`src/acmsc_pkg.sv`:
```
// Package: constants and types for the capacity, multiple and sleep command block
`default_nettype none
package acmsc_pkg;
  // ****************************************
  // Register bus
  // ****************************************
  localparam int ADDR_W = 4;
  localparam int DATA_W = 32;
  localparam logic [3:0] REG_FEATURE = 4'h0;  // W feature, R error
  localparam logic [3:0] REG_SECCNT = 4'h1;
  localparam logic [3:0] REG_LBA_LOW = 4'h2;
  localparam logic [3:0] REG_LBA_MID = 4'h3;
  localparam logic [3:0] REG_LBA_HIGH = 4'h4;
  localparam logic [3:0] REG_DRVHEAD = 4'h5;
  localparam logic [3:0] REG_COMMAND = 4'h6;  // W command, R status
  localparam logic [3:0] REG_DEVCTL = 4'h7;
  localparam logic [3:0] REG_INT_STATUS = 4'h8;
  localparam logic [3:0] REG_INT_CLEAR = 4'h9;
  localparam logic [3:0] REG_INT_ENABLE = 4'hA;
  localparam logic [3:0] REG_MAX_LO = 4'hB;
  localparam logic [3:0] REG_MAX_HI = 4'hC;
  localparam logic [3:0] REG_MULTI = 4'hD;
  localparam logic [3:0] REG_IDENT_W82 = 4'hE;
  localparam logic [3:0] REG_MODE = 4'hF;
  localparam int TF_N = 5;  // Feature, count, low, mid, high
  // ****************************************
  // Command and feature codes
  // ****************************************
  localparam logic [7:0] CMD_NATIVE_MAX = 8'hF8;
  localparam logic [7:0] CMD_SET_MAX = 8'hF9;
  localparam logic [7:0] CMD_SET_MAX_EXT = 8'h37;
  localparam logic [7:0] CMD_SET_MULTI = 8'hC6;
  localparam logic [7:0] CMD_SLEEP_A = 8'h99;
  localparam logic [7:0] CMD_SLEEP_B = 8'hE6;
  localparam logic [7:0] CMD_SMART = 8'hB0;
  localparam logic [7:0] CMD_SET_FEAT = 8'hEF;
  localparam logic [7:0] FT_PLAIN = 8'h00;
  localparam logic [7:0] FT_PASSWORD = 8'h01;
  localparam logic [7:0] FT_LOCK = 8'h02;
  localparam logic [7:0] FT_UNLOCK = 8'h03;
  localparam logic [7:0] FT_FREEZE = 8'h04;
  localparam logic [7:0] SF_POR_DIS = 8'h66;
  localparam logic [7:0] SF_POR_EN = 8'hCC;
  localparam logic [7:0] SMART_SIG_HI = 8'hC2;
  localparam logic [7:0] SMART_SIG_LO = 8'h4F;
  // ****************************************
  // Field positions and values
  // ****************************************
  localparam int DH_LBA_BIT = 6;
  localparam int DH_DEV_BIT = 4;
  localparam int SC_VV_BIT = 0;
  localparam int ST_BSY = 7;
  localparam int ST_DRDY = 6;
  localparam int ST_ERR = 0;
  localparam int ER_ABRT = 2;
  localparam int DC_SRST = 2;
  localparam int EV_DONE = 0;
  localparam int EV_ABRT = 1;
  localparam int EV_NVWR = 2;
  localparam int EV_W = 3;
  localparam logic [15:0] IDENT_W82_VAL = 16'h0001;  // Bit 0: self-monitoring
  localparam logic [1:0] INIT_DONE = 2'h3;
  // Controller states, one-hot
  typedef enum logic [1:0] {
    ST_IDLE = 2'b01,
    ST_EXEC = 2'b10
  } acmsc_state_t;
endpackage : acmsc_pkg
`default_nettype wire

```
`src/acmsc_evt_if.sv`:
```
// Interface: events and interrupt registers between controller and interrupt unit
`default_nettype none
interface acmsc_evt_if;
  import acmsc_pkg::*;
  logic [EV_W-1:0] evt;  // Event pulses
  logic [EV_W-1:0] clr;  // Clear mask, one cycle
  logic en_wr;  // Enable register write
  logic [EV_W-1:0] en_data;  // Enable write data
  logic [EV_W-1:0] status;  // Sticky status
  logic [EV_W-1:0] enable;  // Enable register
  logic irq;  // Level interrupt
  modport ctl (output evt, clr, en_wr, en_data, input status, enable, irq);
  modport irqu (input evt, clr, en_wr, en_data, output status, enable, irq);
endinterface : acmsc_evt_if
`default_nettype wire

```
`src/acmsc_irq.sv`:
```
// Module: sticky event status, enable mask and level interrupt
`default_nettype none
module acmsc_irq
  import acmsc_pkg::*;
(
  input wire logic clock_in,
  input wire logic rst_n_in,
  acmsc_evt_if.irqu ev
);
  logic [EV_W-1:0] status_q;  // Sticky status
  logic [EV_W-1:0] status_d;
  logic [EV_W-1:0] enable_q;  // Enable mask
  logic [EV_W-1:0] enable_d;
  logic irq_q;  // Registered interrupt
  logic irq_d;

  // Next values: a set in the clear cycle wins
  always_comb begin
    status_d = (status_q & ~ev.clr) | ev.evt;
    enable_d = ev.en_wr ? ev.en_data : enable_q;
    irq_d = |(status_d & enable_d);
  end

  // Registers
  always_ff @(posedge clock_in) begin
    if (!rst_n_in) begin
      status_q <= '0;
      enable_q <= '0;
      irq_q <= 1'b0;
    end else begin
      status_q <= status_d;
      enable_q <= enable_d;
      irq_q <= irq_d;
    end
  end

  assign ev.status = status_q;
  assign ev.enable = enable_q;
  assign ev.irq = irq_q;
endmodule : acmsc_irq
`default_nettype wire

```
`src/acmsc_core.sv`:
```
// Module: task-file command decode and execution for capacity, multiple and sleep
//
// The register addresses and the strobed register port were chosen for this implementation.
`default_nettype none
// Notes on behaviour
// - F9h replaces max address with 28-bit value
// - Act only when device select matches
// - Count bit 0 selects non-volatile retention
// - Feature code picks password, lock, unlock, freeze
// - Abort second non-volatile set-max after reset
// - 37h uses previous and current register bytes
// - C6h sets busy, checks sector count
// - Valid count stored, multiple commands enabled
// - Unsupported count aborts, disables multiple
// - Zero count disables multiple commands
// - Multiple commands disabled after power-on
// - Sleep: busy, enter sleep, interrupt at once
// - Any further command leaves sleep
// - Identify word 82 bit 0 advertises SMART
// - Soft reset restores defaults unless disabled
module acmsc_core
  import acmsc_pkg::*;
#(
  parameter logic DEV_ID = 1'b0,  // Device select value answered
  parameter logic [7:0] MULTI_MAX = 8'h10  // Largest block count
) (
  input wire logic clock_in,
  input wire logic rst_n_in,
  input wire logic [ADDR_W-1:0] addr_in,
  input wire logic [DATA_W-1:0] wdata_in,
  input wire logic wr_in,
  input wire logic rd_in,
  input wire logic [47:0] nv_max_in,  // Stored non-volatile max
  output logic [DATA_W-1:0] rdata_out,
  output logic irq_out,
  output logic busy_out,
  output logic sleep_out,
  output logic [47:0] nv_max_out,
  output logic nv_wr_out,
  output logic smart_req_out,
  output logic [7:0] smart_feature_out
);
  // ****************************************
  // State
  // ****************************************
  acmsc_state_t state_q, state_d;
  logic [7:0] tf_cur_q [TF_N], tf_cur_d [TF_N];  // Current bytes
  logic [7:0] tf_prev_q [TF_N], tf_prev_d [TF_N];  // Previous bytes
  logic [7:0] dh_q, dh_d;  // Drive/head
  logic [7:0] cmd_q, cmd_d;  // Latched command
  logic err_q, err_d;  // Aborted flag
  logic [47:0] max_q, max_d;  // Current max address
  logic multi_en_q, multi_en_d;
  logic [7:0] multi_cnt_q, multi_cnt_d;
  logic sleep_q, sleep_d;
  logic native_ok_q, native_ok_d;  // Native max just read
  logic nv_done_q, nv_done_d;  // Non-volatile set since reset
  logic lock_q, lock_d;
  logic frozen_q, frozen_d;
  logic pw_set_q, pw_set_d;
  logic por_def_q, por_def_d;  // Soft reset restores defaults
  logic [47:0] nv_s1_q, nv_s2_q;  // Strap synchroniser
  logic [1:0] init_q, init_d;  // Strap capture count
  logic [DATA_W-1:0] rdata_q, rdata_d;
  logic [47:0] nv_max_q, nv_max_d;
  logic nv_wr_q, nv_wr_d;
  logic smart_q, smart_d;
  logic [7:0] smart_ft_q, smart_ft_d;
  logic [EV_W-1:0] evt_d;
  logic accept_w;  // Command taken
  logic abort_w;
  logic [47:0] addr28_w, addr48_w;
  logic cnt_ok_w;

  acmsc_evt_if ev ();

  // ****************************************
  // Interrupt unit
  // ****************************************
  acmsc_irq u_irq (
    .clock_in(clock_in),
    .rst_n_in(rst_n_in),
    .ev(ev)
  );

  // Addresses and count check
  always_comb begin
    addr28_w = {20'h00000, dh_q[3:0], tf_cur_q[4], tf_cur_q[3], tf_cur_q[2]};
    addr48_w = {tf_prev_q[4], tf_prev_q[3], tf_prev_q[2],
                tf_cur_q[4], tf_cur_q[3], tf_cur_q[2]};
    cnt_ok_w = (tf_cur_q[1] <= MULTI_MAX) && ((tf_cur_q[1] & (tf_cur_q[1] - 8'h01)) == 8'h00);
    accept_w = wr_in && (addr_in == REG_COMMAND) && (state_q == ST_IDLE) &&
               (init_q == INIT_DONE) && (dh_q[DH_DEV_BIT] == DEV_ID);
  end

  // ****************************************
  // Next-state logic
  // ****************************************
  always_comb begin
    state_d = state_q;
    tf_cur_d = tf_cur_q;
    tf_prev_d = tf_prev_q;
    dh_d = dh_q;
    cmd_d = cmd_q;
    err_d = err_q;
    max_d = max_q;
    multi_en_d = multi_en_q;
    multi_cnt_d = multi_cnt_q;
    sleep_d = sleep_q;
    native_ok_d = native_ok_q;
    nv_done_d = nv_done_q;
    lock_d = lock_q;
    frozen_d = frozen_q;
    pw_set_d = pw_set_q;
    por_def_d = por_def_q;
    init_d = (init_q == INIT_DONE) ? init_q : init_q + 2'h1;
    nv_max_d = nv_max_q;
    nv_wr_d = 1'b0;
    smart_d = 1'b0;
    smart_ft_d = smart_ft_q;
    evt_d = '0;
    abort_w = 1'b0;
    // Strap load of max until synchroniser settles
    if (init_q != INIT_DONE) begin
      max_d = nv_s2_q;
    end
    // Task-file writes, ignored while busy; old byte kept as previous
    for (int i = 0; i < TF_N; i++) begin
      if (wr_in && state_q == ST_IDLE && addr_in == 4'(i)) begin
        tf_prev_d[i] = tf_cur_q[i];
        tf_cur_d[i] = wdata_in[7:0];
      end
    end
    if (wr_in && state_q == ST_IDLE && addr_in == REG_DRVHEAD) begin
      dh_d = wdata_in[7:0];
    end
    // Command taken: busy next cycle, sleep left
    if (accept_w) begin
      cmd_d = wdata_in[7:0];
      state_d = ST_EXEC;
      err_d = 1'b0;
      sleep_d = 1'b0;
    end
    // Execution, one busy cycle
    if (state_q == ST_EXEC) begin
      state_d = ST_IDLE;
      native_ok_d = 1'b0;
      unique case (cmd_q)
        CMD_NATIVE_MAX: begin
          native_ok_d = 1'b1;
        end
        CMD_SET_MAX, CMD_SET_MAX_EXT: begin
          if (!native_ok_q || !dh_q[DH_LBA_BIT]) begin
            abort_w = 1'b1;
          end else if (cmd_q == CMD_SET_MAX_EXT || tf_cur_q[0] == FT_PLAIN) begin
            if (lock_q) begin
              abort_w = 1'b1;
            end else if (tf_cur_q[1][SC_VV_BIT] && nv_done_q) begin
              abort_w = 1'b1;
            end else begin
              max_d = (cmd_q == CMD_SET_MAX) ? addr28_w : addr48_w;
              if (tf_cur_q[1][SC_VV_BIT]) begin
                nv_max_d = max_d;
                nv_wr_d = 1'b1;
                nv_done_d = 1'b1;
                evt_d[EV_NVWR] = 1'b1;
              end
            end
          end else if (tf_cur_q[0] == FT_FREEZE) begin
            frozen_d = 1'b1;
          end else if (frozen_q || tf_cur_q[0] > FT_FREEZE) begin
            abort_w = 1'b1;
          end else if (tf_cur_q[0] == FT_PASSWORD) begin
            pw_set_d = 1'b1;
          end else begin
            lock_d = (tf_cur_q[0] == FT_LOCK);
          end
        end
        CMD_SET_MULTI: begin
          if (tf_cur_q[1] == 8'h00) begin
            multi_en_d = 1'b0;
          end else if (cnt_ok_w) begin
            multi_en_d = 1'b1;
            multi_cnt_d = tf_cur_q[1];
          end else begin
            multi_en_d = 1'b0;
            abort_w = 1'b1;
          end
        end
        CMD_SLEEP_A, CMD_SLEEP_B: begin
          sleep_d = 1'b1;
        end
        CMD_SMART: begin
          if (tf_cur_q[4] != SMART_SIG_HI || tf_cur_q[3] != SMART_SIG_LO) begin
            abort_w = 1'b1;
          end else begin
            smart_d = 1'b1;
            smart_ft_d = tf_cur_q[0];
          end
        end
        CMD_SET_FEAT: begin
          if (tf_cur_q[0] == SF_POR_DIS) begin
            por_def_d = 1'b0;
          end else if (tf_cur_q[0] == SF_POR_EN) begin
            por_def_d = 1'b1;
          end
        end
        default: begin
          abort_w = 1'b1;
        end
      endcase
      err_d = abort_w;
      evt_d[EV_DONE] = 1'b1;
      evt_d[EV_ABRT] = abort_w;
    end
    // Soft reset: cancel command, defaults unless disabled
    if (wr_in && addr_in == REG_DEVCTL && wdata_in[DC_SRST]) begin
      state_d = ST_IDLE;
      err_d = 1'b0;
      sleep_d = 1'b0;
      native_ok_d = 1'b0;
      if (por_def_q) begin
        multi_en_d = 1'b0;
        multi_cnt_d = 8'h00;
      end
    end
  end

  // Read mux, data valid the cycle after the strobe only
  always_comb begin
    rdata_d = '0;
    if (rd_in) begin
      unique case (addr_in)
        REG_FEATURE: rdata_d[ER_ABRT] = err_q;
        REG_SECCNT, REG_LBA_LOW, REG_LBA_MID, REG_LBA_HIGH: begin
          rdata_d[7:0] = tf_cur_q[addr_in[2:0]];
        end
        REG_DRVHEAD: rdata_d[7:0] = dh_q;
        REG_COMMAND: begin
          rdata_d[ST_BSY] = (state_q == ST_EXEC);
          rdata_d[ST_DRDY] = (init_q == INIT_DONE);
          rdata_d[ST_ERR] = err_q;
        end
        REG_INT_STATUS: rdata_d[EV_W-1:0] = ev.status;
        REG_INT_ENABLE: rdata_d[EV_W-1:0] = ev.enable;
        REG_MAX_LO: rdata_d[23:0] = max_q[23:0];
        REG_MAX_HI: rdata_d[23:0] = max_q[47:24];
        REG_MULTI: rdata_d[8:0] = {multi_en_q, multi_cnt_q};
        REG_IDENT_W82: rdata_d[15:0] = IDENT_W82_VAL;
        REG_MODE: rdata_d[4:0] = {por_def_q, pw_set_q, frozen_q, lock_q, sleep_q};
        default: rdata_d = '0;
      endcase
    end
  end

  // Interrupt unit hookup
  assign ev.evt = evt_d;
  assign ev.clr = (wr_in && addr_in == REG_INT_CLEAR) ? wdata_in[EV_W-1:0] : '0;
  assign ev.en_wr = wr_in && (addr_in == REG_INT_ENABLE);
  assign ev.en_data = wdata_in[EV_W-1:0];

  // ****************************************
  // Registers
  // ****************************************
  always_ff @(posedge clock_in) begin
    nv_s1_q <= nv_max_in;
    nv_s2_q <= nv_s1_q;
    if (!rst_n_in) begin
      state_q <= ST_IDLE;
      for (int i = 0; i < TF_N; i++) begin
        tf_cur_q[i] <= 8'h00;
        tf_prev_q[i] <= 8'h00;
      end
      dh_q <= 8'h00;
      cmd_q <= 8'h00;
      err_q <= 1'b0;
      max_q <= 48'h000000000000;
      multi_en_q <= 1'b0;
      multi_cnt_q <= 8'h00;
      sleep_q <= 1'b0;
      native_ok_q <= 1'b0;
      nv_done_q <= 1'b0;
      lock_q <= 1'b0;
      frozen_q <= 1'b0;
      pw_set_q <= 1'b0;
      por_def_q <= 1'b1;
      init_q <= 2'h0;
      rdata_q <= '0;
      nv_max_q <= 48'h000000000000;
      nv_wr_q <= 1'b0;
      smart_q <= 1'b0;
      smart_ft_q <= 8'h00;
    end else begin
      state_q <= state_d;
      tf_cur_q <= tf_cur_d;
      tf_prev_q <= tf_prev_d;
      dh_q <= dh_d;
      cmd_q <= cmd_d;
      err_q <= err_d;
      max_q <= max_d;
      multi_en_q <= multi_en_d;
      multi_cnt_q <= multi_cnt_d;
      sleep_q <= sleep_d;
      native_ok_q <= native_ok_d;
      nv_done_q <= nv_done_d;
      lock_q <= lock_d;
      frozen_q <= frozen_d;
      pw_set_q <= pw_set_d;
      por_def_q <= por_def_d;
      init_q <= init_d;
      rdata_q <= rdata_d;
      nv_max_q <= nv_max_d;
      nv_wr_q <= nv_wr_d;
      smart_q <= smart_d;
      smart_ft_q <= smart_ft_d;
    end
  end

  assign rdata_out = rdata_q;
  assign irq_out = ev.irq;
  assign busy_out = state_q[1];
  assign sleep_out = sleep_q;
  assign nv_max_out = nv_max_q;
  assign nv_wr_out = nv_wr_q;
  assign smart_req_out = smart_q;
  assign smart_feature_out = smart_ft_q;

  logic exec_w;
  assign exec_w = (state_q == ST_EXEC);
endmodule : acmsc_core
`default_nettype wire

```
`config.mk`:
```
export PLATFORM = sky130hd
export DESIGN_NAME = acmsc_core
export DESIGN_NICKNAME = d
export VERILOG_FILES = /design/src/acmsc_pkg.sv /design/src/acmsc_evt_if.sv /design/src/acmsc_irq.sv /design/src/acmsc_core.sv
export SDC_FILE = /design/constraint.sdc
export NUM_CORES = 1
export LEC_CHECK = 0
export BUFFER_PORTS_ARGS = -buffer_cell sky130_fd_sc_hd__buf_2
export CORE_ASPECT_RATIO = 1.1
export CORE_MARGIN = 2
export CORE_UTILIZATION = 40
export CTS_BUF_LIST = sky130_fd_sc_hd__clkbuf_4 sky130_fd_sc_hd__clkbuf_8
export CTS_CLUSTER_DIAMETER = 80
export DETAILED_ROUTE_END_ITERATION = 16
export GPL_TIMING_DRIVEN = 0
export SYNTH_ARGS = -nofsm -noshare
export SYNTH_HDL_FRONTEND = slang
export SYNTH_SLANG_ARGS = --single-unit
```
`constraint.sdc`:
```
create_clock -name clock_in -period 4.9 [get_ports clock_in]
set_clock_uncertainty 0.15 [all_clocks]
set_input_delay 0.735 -clock clock_in [delete_from_list [all_inputs] [get_ports clock_in]]
set_output_delay 0.735 -clock clock_in [all_outputs]
set_load 0.01 [all_outputs]
```
Word-level counts from Yosys, hierarchy flattened

Cells that the tools add are included.

$add $sub $neg: 2
$mul: 0
Divide/modulo/power cells: 0
Order comparisons: 3
Eq/ne operators: 34
Shift operators: 0
Mux-type cells: 60
Bitwise logic cells: 16
Reductions and logical operators: 45

Operator list:

| operator             | number |
|---|---|
| $mux W48             | 8 |
| $eq A8 B8 Y1 const B | 8 |
| $mux W8              | 8 |
| $eq A4 B4 Y1 const B | 8 |
| $mux W1              | 30 |
| $bmux W8 S3          | 1 |
| $logic_not A8 Y1     | 3 |
| $pmux W2 S6          | 2 |
| $reduce_and A7 Y1    | 3 |
| $logic_and A1 B1 Y1  | 17 |
| $eq A4 B3 Y1 const B | 4 |
| $pmux W8 S2          | 1 |
| $pmux W7 S2          | 1 |
| $not A1 Y1           | 10 |
| $pmux W1 S10         | 1 |
| $mux W3              | 3 |
| $pmux W1 S9          | 1 |
| $reduce_and A3 Y1    | 3 |
| $and A8 B8 Y8        | 1 |
| $eq A4 B2 Y1 const B | 2 |
| $eq A8 B1 Y1 const B | 1 |
| $eq A8 B2 Y1 const B | 1 |
| $eq A8 B3 Y1 const B | 1 |
| $eq A8 B6 Y1 const B | 1 |
| 29 further kinds     | 41 |

Register bits after elaboration: 342
Bits in latches: 0
RAM bits: 0
ROM bits: 0
Input bits: 88
Output and inout port bits: 93
Word-level logic and storage cells: 194
Memories: 0

Depth between registers and ports, before layout

Depth in word-level cells: 11
Depth in mapped cells: 9
Gate-level depth less buffers: 6

By module

A second synthesis with hierarchy kept.

Cell total of the unflattened synthesis: 1296
Area total of the unflattened synthesis: 12139.1 µm²

By module, submodules not included:

| module     | times used | cells an instance | area each (µm²) | sequential area each (µm²) |
|---|---|---|---|---|
| acmsc_core | 1          | 1272              | 11887.7         | 6546.3 |
| acmsc_irq  | 1          | 24                | 251.5           | 140.1 |

Worst setup path before layout

Ideal clock, no wire load.

Path type: input-to-reg
Start: input port addr_in[0]
End: register rdata_q[2] (netlist: rdata_out[2])
Setup time: 128 ps
Arrival time: 2554 ps
Required time: 4622 ps
Slack: 2069 ps
Cell stages on the path: 8
Buffers on the path: 4
Path through: buf_2 -> buf_1 -> buf_1 -> clkbuf_1 -> mux2i_1 -> o22ai_1 -> o21ai_0 -> a21oi_1

Longest elaborated chain between the ends: 5
Elaborated cells between the ends (all ways): 18
Those cells by class: 11 x eq/ne; 4 x mux; 1 x bitwise; 2 x reduce/logical

RTL lines:

| what                                        | RTL line          | RTL |
|---|---|---|
| start, declared                             | acmsc_core.sv:29  | `input wire logic [ADDR_W-1:0] addr_in,` |
| $not A3 Y4 (not written as such)            | acmsc_core.sv:236 | `rdata_d[7:0] = tf_cur_q[addr_in[2:0]];` |
| $bmux W8 S3                                 | acmsc_core.sv:236 |  |
| $mux W8 (not written as such) (2 in series) | acmsc_core.sv:236 |  |
| $pmux W1 S9 (*)                             | acmsc_core.sv:233 | `unique case (addr_in)` |
| end signal, assigned                        | acmsc_core.sv:311 | `rdata_q <= rdata_d;` |
| end, declared                               | acmsc_core.sv:64  | `logic [DATA_W-1:0] rdata_q, rdata_d;` |

Mark *: on every way between the ends. The rest lies on a longest branch, timed or not. The select of a mux whose other input is x is not followed.
A chain may end at the register's enable or synchronous reset.

Worst setup path in the final report

Start: register tf_cur_q[35] in the netlist's numbering
End: register max_q[30]

Longest elaborated chain between the ends: 6

RTL lines:

| what                   | RTL line          | RTL |
|---|---|---|
| start, declared        | acmsc_core.sv:47  | `logic [7:0] tf_cur_q [TF_N], tf_cur_d [TF_N];` |
| start signal, assigned | acmsc_core.sv:295 | `tf_cur_q <= tf_cur_d;` |
| $logic_not A8 Y1       | acmsc_core.sv:155 | `end else if (cmd_q == CMD_SET_MAX_EXT \|\| tf_cur_q[0] == FT_PLAIN) begin` |
| $logic_or A1 B1 Y1     | acmsc_core.sv:155 |  |
| $mux W48               | acmsc_core.sv:155 |  |
| $mux W48               | acmsc_core.sv:153 | `if (!native_ok_q \|\| !dh_q[DH_LBA_BIT]) begin` |
| $mux W48               | acmsc_core.sv:148 | `unique case (cmd_q)` |
| $mux W48               | acmsc_core.sv:145 | `if (state_q == ST_EXEC) begin` |
| end signal, assigned   | acmsc_core.sv:300 | `max_q <= max_d;` |
| end, declared          | acmsc_core.sv:52  | `logic [47:0] max_q, max_d;` |

No other way between the ends.

==> impl_metrics.yaml <==
worst_hold_path:
  hold_class: "in -> reg"
logic_synthesis:
  seq_area_frac_synth: 0.5300
  syn-cell-area_sq_um: 12620
  synth_top_area_frac: 0.5300
  ys_ff_latch: 334
  synth_edf_count: 0
  synth_cell_types: 67
  ys_warn_count: 0
  netlist_instances: 1309
  async_flop_share: 0
  yosys.area.top_type: "dfxtp_1"
  yosys-top-cells-area: "dfxtp_1 53%, mux2i_1 8.7%, nand2_1 8.3%, a21boi_0 3.4%, nor2b_1 2.5%"
  synthFlopType: "dfxtp_1"
  syn_area_per_cell_sq_um: 9.638
critical_path:
  crit_fanout: 10
  critPathLaunchType: "flop"
  setup.worst_path.end_class: "flop"
  path_class: "reg -> reg"
  cp.arrival_ns: 3.55
  critPathRequiredTime_ns: 5.25
  reg2reg_slack_ns: 1.69
pwr:
  p_int_mw: 4.434
  switchingPower_mw: 1.385
  p_leak_nw: 6.210
  pwr-share-comb: 0.057
  irDropWorstVdd_mv: 0.3255
  clock_power_share: 0.453
  p_sw_frac: 0.2380
  powerDensity_nw_per_um2: 385.7
  p_seq_frac: 0.490
placed_design:
  gp_congestion: 0.9111
  io_buffers: 143
  post-dp-hpwl_um: 28370
  post-place-ws_ns: 1.327
clocking:
  cts_buffers: 54
  cts_tree: "built"
  postCtsHoldBufs: 0
  cts-root-buf: "clkbuf_8"
  postCtsSetupRepairBufs: 0
  clkLatencyLatePin_ns: 0.64
  cts_resized: 0
  clk_pin_slew_ns: 0.06
  numClockSinks: 334
  cts_buffer_depth: 3
  htreeDepth: 2
routing:
  vias: 10246
  ant_nets: 0
  routed_wirelength_um: 39230
  detail_route.first_pass.iterations: 5
  via_per_inst: 5.188
  drt_iter0_drc: 816
  wire_per_inst_um: 19.86
  drc: 0
timing:
  worst_pin_slew_ns: 1.013
  fmax_mhz: 312.0
  drv_slew: 0
  setup_viol: 0
  post-route-period-util: 0.6541
  fin_ws_ns: 1.695
  fin_crit_ns: 3.205
  rsz0062_at_grt: "no"
  relSlewSlack: 0.3198
  tns_ns: 0
  hold_viol_final: 0
final_layout:
  final_core_util: 0.4832
  diodes: 0
  drive_gt1_frac: 0.1852
  area_growth_pct: 19.59
  layout.nets: 1604
status:
  run_status: "completed"
floorplan:
  core_area_sq_um: 31220
  die_h_um: 190.3
  pin_count: 181
  initial_utilization: 0.4040
  rows: 68
  die_area_sq_um: 32980
  die_w_um: 173.3
grt:
  grt_overflow_total: 0
  antenna_found_initial: 0
  grt_pass1_vias: 10073
  grt_pass1_wl_um: 59370
  grtUsageTotal: 0.2358
  grt_max_degree: 17
job:
  cap_violations: 0
==> final timing paths <==
kind,from,endpoint,depth (start not counted)
hold reg to reg,nv_s1_q[39]$_DFF_P_,nv_s2_q[39]$_DFF_P_,0
setup / recovery,tf_cur_q[35]$_SDFFE_PN0P_,max_q[30]$_SDFF_PN0_,7
setup reg to reg,tf_cur_q[35]$_SDFFE_PN0P_,max_q[30]$_SDFF_PN0_,7
hold / removal,nv_max_in[21],nv_s1_q[21]$_DFF_P_,1
==> per-layer routing <==
metal | vias to the layer above | track usage | part of all wire
met4 | 0 | 0.07269 | 0.026
met2 | 353 | 0.4052 | 0.48
li1 | 4934 | - | -
met1 | 4880 | 0.3044 | 0.43
met5 | - | 0 | 0
met3 | 79 | 0.03868 | 0.059
==> synthesized netlist by cell type, drive strengths merged (7+ instances only) <==
| library cell | number |
|---|---|
| dfxtp | 334 |
| nand2 | 279 |
| mux2i | 110 |
| a21boi | 96 |
| clkbuf | 63 |
| nand3 | 52 |
| nor2b | 51 |
| nor2 | 43 |
| buf | 38 |
| o211a | 29 |
| and3 | 27 |
| a22oi | 26 |
| a21oi | 17 |
| o21ai | 16 |
| nor3 | 13 |
| mux2 | 12 |
| o22ai | 9 |
| and2 | 8 |
| nand2b | 7 |
==> placed cells by master (no fill, tap or decap), types with 7 or more instances in the layout <==
cell type    n
clkbuf_4    11
a21oi_1     17
a22oi_1     26
o22ai_1      9
buf_1        9
nor2b_1     51
nand2_1    279
a21boi_1    39
mux2i_1    110
clkbuf_1    63
buf_4        8
buf_6        8
and3_1      27
clkbuf_8    67
conb_1       8
nor3_1      10
buf_2      156
clkinv_2    11
mux2_2      12
nand3_1     52
nand2b_1     7
o211a_1     29
a21boi_0    57
and2_1       8
dfxtp_1    334
o21ai_0     15
nor2_1      43
==> flip-flops by register name, indices dropped and copies added (netlist names), 3 cells and up <==
register,count
smart_feature_out,8
u_irq.ev.enable,3
nv_s2_q,48
addr28_w,24
addr48_w,24
rdata_out,24
tf_cur_q,16
dh_q,8
cmd_q,8
multi_cnt_q,8
nv_s1_q,48
u_irq.ev.status,3
nv_max_out,48
max_q,48
==> cell type report <==
class                           instances  area [sq um]
Inverter                                4         15.01
Clock buffer                           78          1005
Buffer                                101         485.5
Sequential cell                       334          6686
Clock inverter                         18         193.9
Timing Repair Buffer                  143         715.7
Fill cell                            3065         16140
Multi-Input combinational cell        877          5460
Tap cell                              420         525.5
==> per-stage QoR <==
step	power, mW	hold WS [ns]	instances	cell area (sq um)
after global routing	6.025	0.01498	1975	15090
after global placement	3.235	0.1629	1879	13880
after floorplan	3.112	0.1596	1316	12640
after detailed placement	3.238	0.1621	1879	13890
after CTS	5.867	0.01203	1975	15090
final	5.818	0.04512	1975	15090
==> worst max-delay path, cell delays in order, from the launching register on <==
cell     delay [ns]
dfxtp_1        0.35
or4_1          0.58
or4b_4         0.54
o21a_4         0.26
nor3b_2        0.54
buf_2          0.33
nand2_1        0.15
and3_1         0.19
==> cells by family after synthesis <==
group | after synthesis | share of synthesized area
other | 1 | 0.0002972
XOR/XNOR | 3 | 0.002083
AO/OA/AOI/OAI | 228 | 0.1369
adder cells (fa/ha/maj) | 1 | 0.0009916
multiplexers | 122 | 0.09799
buffers and inverters | 105 | 0.03967
AND/OR/NAND/NOR | 515 | 0.1921
flip-flops | 334 | 0.5300
==> power by group through the flow <==
stage	registers [mW]	clock network (mW)	logic, mW
2_1_floorplan	2.89	0	0.225
3_3_place_gp	2.91	0	0.325
3_5_place_dp	2.91	0	0.327
4_1_cts	2.85	2.69	0.329
5_1_grt	2.86	2.81	0.360
6_report	2.85	2.64	0.331
Power figures use the tool's default switching activity.
